$ cat config.mk
export PLATFORM = sky130hd
export DESIGN_NAME = dcc_top
export DESIGN_NICKNAME = d
export VERILOG_FILES = /design/src/dcc_pkg.sv /design/src/dcc_sync.sv /design/src/dcc_top.sv
export VERILOG_INCLUDE_DIRS = /design/src
export SDC_FILE = /design/constraint.sdc
export NUM_CORES = 1
export LEC_CHECK = 0
export ABC_AREA = 1
export BUFFER_PORTS_ARGS = -buffer_cell sky130_fd_sc_hd__buf_2
export CORE_MARGIN = 5
export CORE_UTILIZATION = 50
export CTS_BUF_LIST = sky130_fd_sc_hd__clkbuf_8
export CTS_CLUSTER_SIZE = 16
export DETAILED_ROUTE_END_ITERATION = 8
export GPL_ROUTABILITY_DRIVEN = 1
export PLACE_DENSITY = 0.82
export SYNTH_ARGS = -nofsm -noshare
export SYNTH_HDL_FRONTEND = slang
export SYNTH_SLANG_ARGS = --single-unit
export TNS_END_PERCENT = 10
$ cat constraint.sdc
create_clock -name i_clk -period 1.49 [get_ports i_clk]
set_input_delay 0.149 -clock i_clk [delete_from_list [all_inputs] [get_ports i_clk]]
set_output_delay 0.149 -clock i_clk [all_outputs]
set_load 0.02 [all_outputs]
$ cat src/dcc_defs.svh
// Notes on behaviour
// - compare selected analog pin against reference and report above or below
// - comparator works only in active and subactive modes, halted otherwise
// - control bits 0 and 1 select input: 00 first, 01 second, 1x unused
// - run bit 3 set makes both pins analog and starts; clear restores digital
// - while running neither shared pin acts as an ordinary port input
// - control register is write-only at 018 hex with three implemented bits
// - control register clears on reset and on stop mode entry
// - result register is read-only at 017 hex, bits 0 and 1
// - during comparison the selected input's outcome loads its own result bit
// - unselected result bit may hold any value during comparison
// - result bits need not be kept once run is cleared
// - each result bit readable alone by a bit test on the result address
`ifndef DCC_DEFS_SVH
`define DCC_DEFS_SVH
`define DCC_ADDR_CONTROL  10'h018
`define DCC_ADDR_RESULT   10'h017
`define DCC_BIT_SEL_LO    0
`define DCC_BIT_SEL_HI    1
`define DCC_BIT_RUN       3
`define DCC_CONTROL_RESET 4'h0
`endif

$ cat src/dcc_pkg.sv
package dcc_pkg;
    // power modes of the host controller, one-hot
    typedef enum logic [2:0] {
        DCC_PM_ACTIVE    = 3'b001,
        DCC_PM_SUBACTIVE = 3'b010,
        DCC_PM_OTHER     = 3'b100
    } dcc_pmode_t;
    // comparator run state, one-hot
    typedef enum logic [1:0] {
        DCC_ST_IDLE = 2'b01,
        DCC_ST_RUN  = 2'b10
    } dcc_state_t;
endpackage

$ cat src/dcc_sync.sv
`timescale 1ns/10ps
// two-stage synchroniser for the asynchronous comparator outputs
module dcc_sync (
    input  wire logic       i_clk,   // system clock
    input  wire logic       i_ce,    // clock enable
    input  wire logic [1:0] i_async, // raw comparator levels
    output logic      [1:0] o_sync   // synchronised levels
);
    logic [1:0] meta_r;

    // first stage feeds only the second stage
    always_ff @(posedge i_clk) begin
        if (i_ce) begin
            meta_r <= i_async;
            o_sync <= meta_r;
        end
    end
endmodule // dcc_sync

$ cat src/dcc_top.sv
`timescale 1ns/10ps
`include "dcc_defs.svh"
module dcc_top (
    input  wire logic       i_clk,        // system clock, 40 MHz
    input  wire logic       i_rst,        // synchronous reset, active high
    input  wire logic       i_ce,         // clock enable, freezes all state
    input  wire logic [2:0] i_pmode,      // one-hot power mode
    input  wire logic       i_stop_entry, // pulse on stop mode entry
    input  wire logic [9:0] i_addr,       // register address
    input  wire logic       i_wr,         // write strobe
    input  wire logic [3:0] i_wdata,      // write data
    input  wire logic       i_rd,         // read strobe
    output logic      [3:0] o_rdata,      // read data, held from last read
    input  wire logic       i_cmp_a,      // comparator level, input a above ref
    input  wire logic       i_cmp_b,      // comparator level, input b above ref
    input  wire logic       i_pin_a,      // port pin a digital level
    input  wire logic       i_pin_b,      // port pin b digital level
    output logic            o_analog_en,  // both shared pins in analog mode
    output logic            o_cmp_en,     // analog comparator enabled
    output logic      [1:0] o_port_in     // digital port levels, 0 when analog
);
    // control, result and state registers with their next values
    logic [3:0]          ctrl_r;
    logic [3:0]          ctrl_nxt;
    logic [1:0]          result_r;
    logic [1:0]          result_nxt;
    logic [1:0]          pins_m_r;
    logic [1:0]          pins_s_r;
    logic [1:0]          cmp_s;
    dcc_pkg::dcc_state_t state_r;
    dcc_pkg::dcc_state_t state_nxt;

    // address decode and power mode qualification
    // full ten-bit compare, so aliases of the two addresses are ignored
    wire wr_ctrl  = i_wr && (i_addr == `DCC_ADDR_CONTROL);
    wire rd_res   = i_rd && (i_addr == `DCC_ADDR_RESULT);
    wire pm_ok    = (i_pmode == dcc_pkg::DCC_PM_ACTIVE)
                  || (i_pmode == dcc_pkg::DCC_PM_SUBACTIVE);
    wire run      = ctrl_r[`DCC_BIT_RUN];
    wire sel_hi   = ctrl_r[`DCC_BIT_SEL_HI];
    wire sel_lo   = ctrl_r[`DCC_BIT_SEL_LO];
    wire active   = (state_r == dcc_pkg::DCC_ST_RUN) && pm_ok;

    // bit 2 of the write data is dropped, so the unused position stores nothing
    assign ctrl_nxt = (i_stop_entry) ? `DCC_CONTROL_RESET :
                      (wr_ctrl) ? {i_wdata[`DCC_BIT_RUN], 1'b0,
                                   i_wdata[`DCC_BIT_SEL_HI],
                                   i_wdata[`DCC_BIT_SEL_LO]} : ctrl_r;
    // state follows the run bit one cycle later, so the first load after a
    // start sees a synchroniser that has had a cycle to settle
    assign state_nxt = run ? dcc_pkg::DCC_ST_RUN : dcc_pkg::DCC_ST_IDLE;

    // only the selected input's bit loads; 1x selects nothing
    // the unselected bit keeps whatever it held, which the rules allow
    always_comb begin
        result_nxt = result_r;
        if (!run) begin
            result_nxt = 2'h0;
        end else if (active && !sel_hi) begin
            if (sel_lo) begin
                result_nxt[1] = cmp_s[1];
            end else begin
                result_nxt[0] = cmp_s[0];
            end
        end
    end

    // comparator levels come from the analog side and are asynchronous here
    dcc_sync u_cmp_sync (
        .i_clk   (i_clk),
        .i_ce    (i_ce),
        .i_async ({i_cmp_b, i_cmp_a}),
        .o_sync  (cmp_s)
    );

    // pins are synchronised before being offered as port inputs
    always_ff @(posedge i_clk) begin
        if (i_ce) begin
            pins_m_r <= {i_pin_b, i_pin_a};
            pins_s_r <= pins_m_r;
        end
    end

    // control, state and result registers
    always_ff @(posedge i_clk) begin
        if (i_rst) begin
            ctrl_r   <= `DCC_CONTROL_RESET;
            state_r  <= dcc_pkg::DCC_ST_IDLE;
            result_r <= 2'h0;
        end else if (i_ce) begin
            ctrl_r   <= ctrl_nxt;
            state_r  <= state_nxt;
            result_r <= result_nxt;
        end
    end

    // outputs straight from flops; port inputs blocked while analog
    always_ff @(posedge i_clk) begin
        if (i_rst) begin
            o_rdata     <= 4'h0;
            o_analog_en <= 1'b0;
            o_cmp_en    <= 1'b0;
            o_port_in   <= 2'h0;
        end else if (i_ce) begin
            if (rd_res) begin
                o_rdata <= {2'h0, result_r};
            end
            o_analog_en <= ctrl_nxt[`DCC_BIT_RUN];
            o_cmp_en    <= ctrl_nxt[`DCC_BIT_RUN] && pm_ok;
            o_port_in   <= ctrl_nxt[`DCC_BIT_RUN] ? 2'h0 : pins_s_r;
        end
    end

    // a stop entry always leaves the comparator off and pins digital
    stop_clears_a: assert property (@(posedge i_clk) disable iff (i_rst)
        (i_ce && i_stop_entry) |=> (!o_analog_en && !run))
        else $error("stop entry did not clear control");

    // the pin mux must never leak a digital level while the pins are analog
    pins_blocked_a: assert property (@(posedge i_clk) disable iff (i_rst)
        o_analog_en |-> (o_port_in == 2'h0))
        else $error("port input seen while analog");

    // analog mode follows the run bit of every accepted write
    run_write_a: assert property (@(posedge i_clk) disable iff (i_rst)
        (i_ce && wr_ctrl && !i_stop_entry) |=> (o_analog_en == $past(i_wdata[3])))
        else $error("analog mode does not follow run write");

    // outside active and subactive the comparator must be off
    halted_mode_a: assert property (@(posedge i_clk) disable iff (i_rst)
        (i_ce && !pm_ok) |=> !o_cmp_en)
        else $error("comparator enabled in halted mode");

    // input a selected: its bit takes the synchronised level
    load_sel_a: assert property (@(posedge i_clk) disable iff (i_rst)
        (i_ce && active && run && ctrl_r[1:0] == 2'h0) |=> (result_r[0] == $past(cmp_s[0])))
        else $error("selected result bit not loaded");

    // bit 2 has no storage behind it
    bit2_unused_a: assert property (@(posedge i_clk) disable iff (i_rst)
        ctrl_r[2] == 1'b0)
        else $error("unused control bit stored");

    // a read returns the result register as it stood at the read edge
    read_back_a: assert property (@(posedge i_clk) disable iff (i_rst)
        (i_ce && rd_res) |=> (o_rdata[1:0] == $past(result_r)))
        else $error("result read mismatch");

    // a 1x selection points at no input, so nothing may load
    unused_sel_a: assert property (@(posedge i_clk) disable iff (i_rst)
        (i_ce && run && sel_hi) |=> (result_r == $past(result_r)))
        else $error("unused selection loaded a result");

    // reset must leave control clear and the comparator off
    reset_clears_a: assert property (@(posedge i_clk)
        i_rst |=> (ctrl_r == `DCC_CONTROL_RESET && !o_analog_en && !o_cmp_en))
        else $error("reset did not clear control");

    // a stop entry wins over a write in the same cycle
    stop_wins_a: assert property (@(posedge i_clk) disable iff (i_rst)
        (i_ce && i_stop_entry && wr_ctrl) |=> (ctrl_r == `DCC_CONTROL_RESET))
        else $error("write beat stop entry");

    // writes to any other address leave control alone
    other_addr_a: assert property (@(posedge i_clk) disable iff (i_rst)
        (i_ce && !wr_ctrl && !i_stop_entry) |=> (ctrl_r == $past(ctrl_r)))
        else $error("control changed without a write");

    // comparator enable is the run bit gated by the power mode
    cmp_en_a: assert property (@(posedge i_clk) disable iff (i_rst)
        i_ce |=> (o_cmp_en == ($past(ctrl_nxt[`DCC_BIT_RUN]) && $past(pm_ok))))
        else $error("comparator enable wrong");

    // input b selected: its bit takes the synchronised level
    load_sel_b_a: assert property (@(posedge i_clk) disable iff (i_rst)
        (i_ce && active && ctrl_r[1:0] == 2'h1) |=> (result_r[1] == $past(cmp_s[1])))
        else $error("input b result not loaded");

    // with input a selected the bit of input b is left as it was
    unsel_hold_a: assert property (@(posedge i_clk) disable iff (i_rst)
        (i_ce && active && ctrl_r[1:0] == 2'h0) |=> (result_r[1] == $past(result_r[1])))
        else $error("unselected result bit changed");

    // results are dropped once the run bit is clear
    idle_clear_a: assert property (@(posedge i_clk) disable iff (i_rst)
        (i_ce && !run) |=> (result_r == 2'h0))
        else $error("result kept while idle");

    // a halted comparator must not update the result
    halted_hold_a: assert property (@(posedge i_clk) disable iff (i_rst)
        (i_ce && run && !pm_ok) |=> (result_r == $past(result_r)))
        else $error("result loaded in halted mode");

    // read data stands until the next result read
    rdata_hold_a: assert property (@(posedge i_clk) disable iff (i_rst)
        (!rd_res || !i_ce) |=> (o_rdata == $past(o_rdata)))
        else $error("read data changed without a read");

    // unused result positions read as zero in this build
    rdata_upper_a: assert property (@(posedge i_clk) disable iff (i_rst)
        o_rdata[3:2] == 2'h0)
        else $error("unused result bits not zero");

    // with run clear the pins are plain digital inputs again
    port_follow_a: assert property (@(posedge i_clk) disable iff (i_rst)
        (i_ce && !ctrl_nxt[`DCC_BIT_RUN]) |=> (o_port_in == $past(pins_s_r)))
        else $error("port input not passed through");

    // the state register tracks a set run bit
    state_run_a: assert property (@(posedge i_clk) disable iff (i_rst)
        (i_ce && run) |=> (state_r == dcc_pkg::DCC_ST_RUN))
        else $error("state did not follow run");

    // the one-hot state must never hold two or no bits
    state_onehot_a: assert property (@(posedge i_clk) disable iff (i_rst)
        $onehot(state_r))
        else $error("state not one-hot");

    // a low enable freezes control and the pin mode
    ce_freeze_a: assert property (@(posedge i_clk) disable iff (i_rst)
        !i_ce |=> (ctrl_r == $past(ctrl_r) && o_analog_en == $past(o_analog_en)))
        else $error("state moved with enable low");

    // the comparator is never on while the pins are digital
    cmp_analog_a: assert property (@(posedge i_clk) disable iff (i_rst)
        o_cmp_en |-> o_analog_en)
        else $error("comparator on with digital pins");
endmodule // dcc_top

==> flow_summary.ini, run 1 <==
[place]
dpl.cell_count = 158
place_congestion = 0.856
dpl.hpwl_um = 1410
post_dp_cell_area_sq_um = 1060
io_buffers = 31

[detailed_routing]
drc = 0
via_per_inst = 4.83
dr.pass1.iters = 4
antenna_left = 0
wl_per_cell_um = 11.3
routed_wl_um = 1830
drt_iter0_drc = 26
vias = 783

[layout]
n_antenna_cell = 0
nets = 165
final_area_sq_um = 1100
drive_gt1_share_pct = 30.7
final_cells = 162
final_util_pct = 64.7
area_growth_pct = 25.4

[floorplan]
die_h_um = 52.0
top_level_ports = 35
num_rows = 15
coreArea_sq_um = 1710
die_w_um = 52.0
start_util_pct = 51.6
die-area_sq_um = 2700

[synth]
syn_inst = 103
synth_edf_count = 8
avgSynthCellArea_sq_um = 8.55
synth_top_area_share_pct = 27.3
synthTopCellsByCount = nor2_1 (17), nand2_1 (16), inv_1 (13)
ys.flop_type = dfxtp_1
synth_area_sq_um = 881
yosys.area.top_type = dfxtp_1
yosysUniqueCellTypes = 22
async_flop_share_pct = 0
yosysWarnings = 0
synth.ff_latch_count = 20
synth.area.top_cells = dfxtp_1 (27%), edfxtp_1 (27%), nor2_1 (7.2%)
yosys.cell_count.top_type = nor2_1
yosysSeqAreaShare_pct = 54.5

[sta]
min_period_ns = 1.13
setup_tns_ns = 0
hold_slack_ns = 0.0682
finalCritPeriodShare_pct = 76.0
fmax_ghz = 0.883
setup_violations = 0
hold_violations = 0
fin_skew_ns = 0.00165
report.final.slew_viol_count = 0
rsz0062_at_grt = no

[pwr]
p_sw_share_pct = 22.0
cell_internal_pwr_uw = 823
p_comb_share_pct = 9.8
switchingPower_uw = 232
power.density_nw_per_um2 = 956
ir_drop_v = 0.000724
p_leak_uw = 0.000505
seqPwrFrac_pct = 57.4
p_clk_share_pct = 32.8

[clocking]
htreeDepth = 1
clockRootBuffer = clkbuf_8
clockBufferDepth = 2
path_clk_slew_ns = 0.07
cts_sinks = 20
postCtsSetupRepairBufs = 0
cts_buffers = 3
cts_tree = built
postCtsResizedCells = 0
insertion_delay_ns = 0.25
cts_hold_buffers = 0

[critical_path]
endpoint_kind = register
worstPathMaxFanout = 6
startpoint = ctrl_r[3]$_SDFFE_PP0P_
worstPathRequired_ns = 1.64
startpoint_type = register
reg2reg_from = ctrl_r[3]$_SDFFE_PP0P_
arrival_ns = 1.28
crit_type = reg -> reg

[global_route]
grt_usage_pct = 14.9
grt_pass1_wl_um = 3010
grt_pass1_vias = 741
grt_overflow = 0
grt_max_degree = 12
antenna_found_initial = 0

[worst_hold_path]
hp-start = i_pin_a
hp-class = in -> reg

[job]
cap_violations = 0

[run_status]
status = complete, no violations
## worst paths after layout
check	cells after the start	to	slack, ns
min	1	pins_m_r[0]$_DFFE_PP_	0.07
max reg2reg	4	result_r[1]$_SDFFE_PP0P_	0.36
min reg2reg	0	u_cmp_sync.o_sync[0]$_DFFE_PP_	0.43
max	4	result_r[1]$_SDFFE_PP0P_	0.36
## metrics by stage
| step | power (uW) | setup WS, ns |
|---|---|---|
| 3_3_place_gp | 716 | 0.325 |
| 6_report | 1060 | 0.357 |
| 5_1_grt | 1110 | 0.297 |
| 2_1_floorplan | 670 | 0.308 |
| 4_1_cts | 1070 | 0.363 |
| 3_5_place_dp | 721 | 0.268 |
## worst max-delay path, cell delays in order (launching register included)
cell     delay (ns)
dfxtp_1        0.42
inv_1          0.11
or2_2          0.30
a21oi_1        0.15
nor2_1         0.06
## cells in the final DEF (no fill, tap or decap)
cell type | synthesis | layout
or2_2 | 1 | 1
nand3_1 | 10 | 10
a21oi_2 | 1 | 1
or2_1 | 1 | 1
nand2_1 | 16 | 16
nand2_2 | 1 | 1
buf_4 | 2 | 1
nor3b_1 | 1 | 1
a211oi_1 | 2 | 2
conb_1 | 1 | 2
nand4_1 | 1 | 1
inv_2 | 1 | 1
o211ai_1 | 4 | 4
nor2_1 | 17 | 17
clkinv_1 | 1 | 2
buf_2 | 0 | 31
nor2_4 | 1 | 1
edfxtp_1 | 8 | 8
inv_1 | 13 | 13
nand3_2 | 2 | 2
a21oi_1 | 6 | 6
clkbuf_8 | 0 | 3
dfxtp_1 | 12 | 12
## final cells by class
| class | count | area (sq um) |
|---|---|---|
| fillers | 152 | 603 |
| flip-flops and latches | 20 | 480 |
| multi-input cells | 66 | 329 |
| repair buffers | 32 | 163 |
| inverters | 15 | 56.3 |
| clock buffers | 3 | 41.3 |
| well taps | 25 | 31.3 |
| clock inverters | 1 | 3.75 |
## power by group through the flow
stage	clock network (uW)	registers [uW]	logic, uW
2_1_floorplan	0	620	50.0
3_3_place_gp	0	616	99.5
3_5_place_dp	0	618	103
4_1_cts	359	606	104
5_1_grt	383	608	119
6_report	346	606	103
## kinds of logic after synthesis
logic type             synth area share [%]
buffers and inverters                  8.52
other                                 0.426
AOI/OAI and AO/OA                      9.52
DFF                                    54.5
and+or+nand+nor                        27.0
## per-layer routing
metal	up-vias	share of wire, %	global-route usage (%)
li1	400	-	-
met1	360	39	16.0
met2	21	55	28.2
met3	2	5.1	4.58
met4	0	0.55	2.62
met5	-	0	0
## sequential cells by signal, summed over array words and instances (netlist names), 2 cells and up
signal             cells
ctrl_r                 3
result_r               2
o_port_in              2
pins_s_r               2
u_cmp_sync.o_sync      2
u_cmp_sync.meta_r      2
state_r                2
o_rdata                2
pins_m_r               2
(Power assumes the default switching activity.)
==> run 2: changes to the inputs <==
--- a/config.mk
+++ b/config.mk
@@ -9,12 +9,12 @@
 export ABC_AREA = 1
 export BUFFER_PORTS_ARGS = -buffer_cell sky130_fd_sc_hd__buf_2
 export CORE_MARGIN = 5
-export CORE_UTILIZATION = 50
+export CORE_UTILIZATION = 44
 export CTS_BUF_LIST = sky130_fd_sc_hd__clkbuf_8
 export CTS_CLUSTER_SIZE = 16
 export DETAILED_ROUTE_END_ITERATION = 8
 export GPL_ROUTABILITY_DRIVEN = 1
-export PLACE_DENSITY = 0.82
+export PLACE_DENSITY = 0.76
 export SYNTH_ARGS = -nofsm -noshare
 export SYNTH_HDL_FRONTEND = slang
 export SYNTH_SLANG_ARGS = --single-unit
==> constraint.sdc (replaced) <==
create_clock -name i_clk -period 1 [get_ports i_clk]
set_input_delay 0.1 -clock i_clk [delete_from_list [all_inputs] [get_ports i_clk]]
set_output_delay 0.1 -clock i_clk [all_outputs]
set_load 0.02 [all_outputs]
==> run 2 against run 1 <==
- register-to-register slack lost 0.34 ns
- non-clock buffer count up 5
- clock-buffer cell count is the same
- core utilization shrank 2.2 points
- routed wire length grew 4.4%
- hold slack got worse by 0.055 ns
- critical path type unchanged
- largest power group unchanged
- highest routed layer unchanged
==> flow_summary.ini, run 2 (synthesis gave the netlist of run 1 again) <==
[run_status]
status = complete, no violations

[layout]
final_cells = 169
top_register = ctrl_r
largest_reg_flops = 3
nets = 170
area_growth_pct = 37.8
layout_commonest_cell = buf_2
n_antenna_cell = 0
drive_gt1_share_pct = 41.5
fillers = 161
mostFrequentLayoutCells = buf_2 (30), nor2_1 (15), nand2_1 (15), inv_1 (11), dfxtp_1 (10)
final_util_pct = 62.5

[critical_path]
reg2reg_from = ctrl_r[3]$_SDFFE_PP0P_
reg2reg_slack_ns = 0.02
startpoint_type = register
endpoint_kind = register
crit_type = reg -> reg
arrival_ns = 1.13
worstPathRequired_ns = 1.15
startpoint = ctrl_r[3]$_SDFFE_PP0P_
worstPathMaxFanout = 3

[global_route]
grt_pass1_vias = 728
grt_usage_pct = 13.8
antenna_found_initial = 0
grt_max_degree = 13
grt_overflow = 0
grt_pass1_wl_um = 2940

[floorplan]
coreArea_sq_um = 1940
top_level_ports = 35
die_h_um = 54.7
num_rows = 16
die-area_sq_um = 3000
die_w_um = 54.7
start_util_pct = 45.4

[clocking]
postCtsSetupRepairBufs = 0
path_clk_slew_ns = 0.07
cts_tree = built
cts_buffers = 3
clockBufferDepth = 2
htreeDepth = 1
clockRootBuffer = clkbuf_8
cts_hold_buffers = 0
insertion_delay_ns = 0.26
cts_sinks = 20

[detailed_routing]
wl_per_cell_um = 11.3
dr.pass1.iters = 4
top_layer_used = met4
routed_wl_um = 1910
drc = 0
via_per_inst = 4.74
met1Wirelength_um = 796
drt_iter0_drc = 15
met3_length_um = 100
wl_met2_um = 1010
vias = 801
antenna_left = 0

[sta]
fmax_ghz = 1.02
fin_ws_ns = 0.0195
hold_slack_ns = 0.0134
finalCritPeriodShare_pct = 98.1
setup_tns_ns = 0
rsz0062_at_grt = yes
hold_violations = 0
min_period_ns = 0.981
setup_violations = 0
fin_skew_ns = 0.00396
report.final.slew_viol_count = 0

[place]
place_congestion = 0.861
dpl.hpwl_um = 1430
dp_slack_ns = -0.149
io_buffers = 31
dpl.cell_count = 165

[worst_hold_path]
hp-start = i_pin_b
hp-class = in -> reg

[pwr]
power.density_nw_per_um2 = 1540
p_leak_uw = 0.000552
ir_drop_v = 0.00113

[job]
cap_violations = 0
[run 2: changes by cell type in the layout (fill, tap and decap cells not counted), sizes merged]
| cell | before | now |
|---|---|---|
| clkinv | 2 | 1 |
| buf | 32 | 37 |
| bufinv | 0 | 1 |
[run 2: where the power goes]
part | switching [uW] | total [uW] | internal, uW
registers | 12.7 | 899 | 886
clock network | 260 | 794 | 534
logic | 97.6 | 176 | 78.7
[run 2: layout make-up]
cell class                      instances  area, sq um  area share [%]
Multi-Input combinational cell         66          360            29.7
Clock inverter                          1         30.0            2.47
Sequential cell                        20          485            40.0
Clock buffer                            3         41.3            3.40
Inverter                               15         56.3            4.64
Tap cell                               27         33.8            2.78
Timing Repair Buffer                   37          206            17.0
[run 2: final timing paths]
kind / end / cells after the start
min reg2reg: u_cmp_sync.o_sync[1]$_DFFE_PP_ / 0
max reg2reg: result_r[1]$_SDFFE_PP0P_ / 4
max: result_r[1]$_SDFFE_PP0P_ / 4
min: pins_m_r[1]$_DFFE_PP_ / 1
[run 2: stage by stage]
stage	instance area [sq um]	power, uW
5_1_grt	1210	1960
6_report	1210	1870
3_3_place_gp	1100	1080
3_5_place_dp	1100	1080
2_1_floorplan	888	996
4_1_cts	1180	1880
[run 2: what timing repair did]
item | in CTS | in global routing
resized for setup | 2 | 10
pin swaps | 0 | 4
setup endpoints to repair | 1 | 4
hold endpoints to repair | 0 | 0
[run 2: per-layer routing]
layer | GRT usage, % | vias up
li1 | - | 411
met1 | 15.6 | 373
met2 | 24.2 | 15
met3 | 3.27 | 2
met4 | 6.22 | 0
met5 | 0 | -
[run 2: worst max-delay path, stage by stage (launching register included)]
cell     delay [ns]
dfxtp_4        0.35
inv_2          0.04
or2_2          0.31
a21oi_2        0.12
nor2_1         0.05
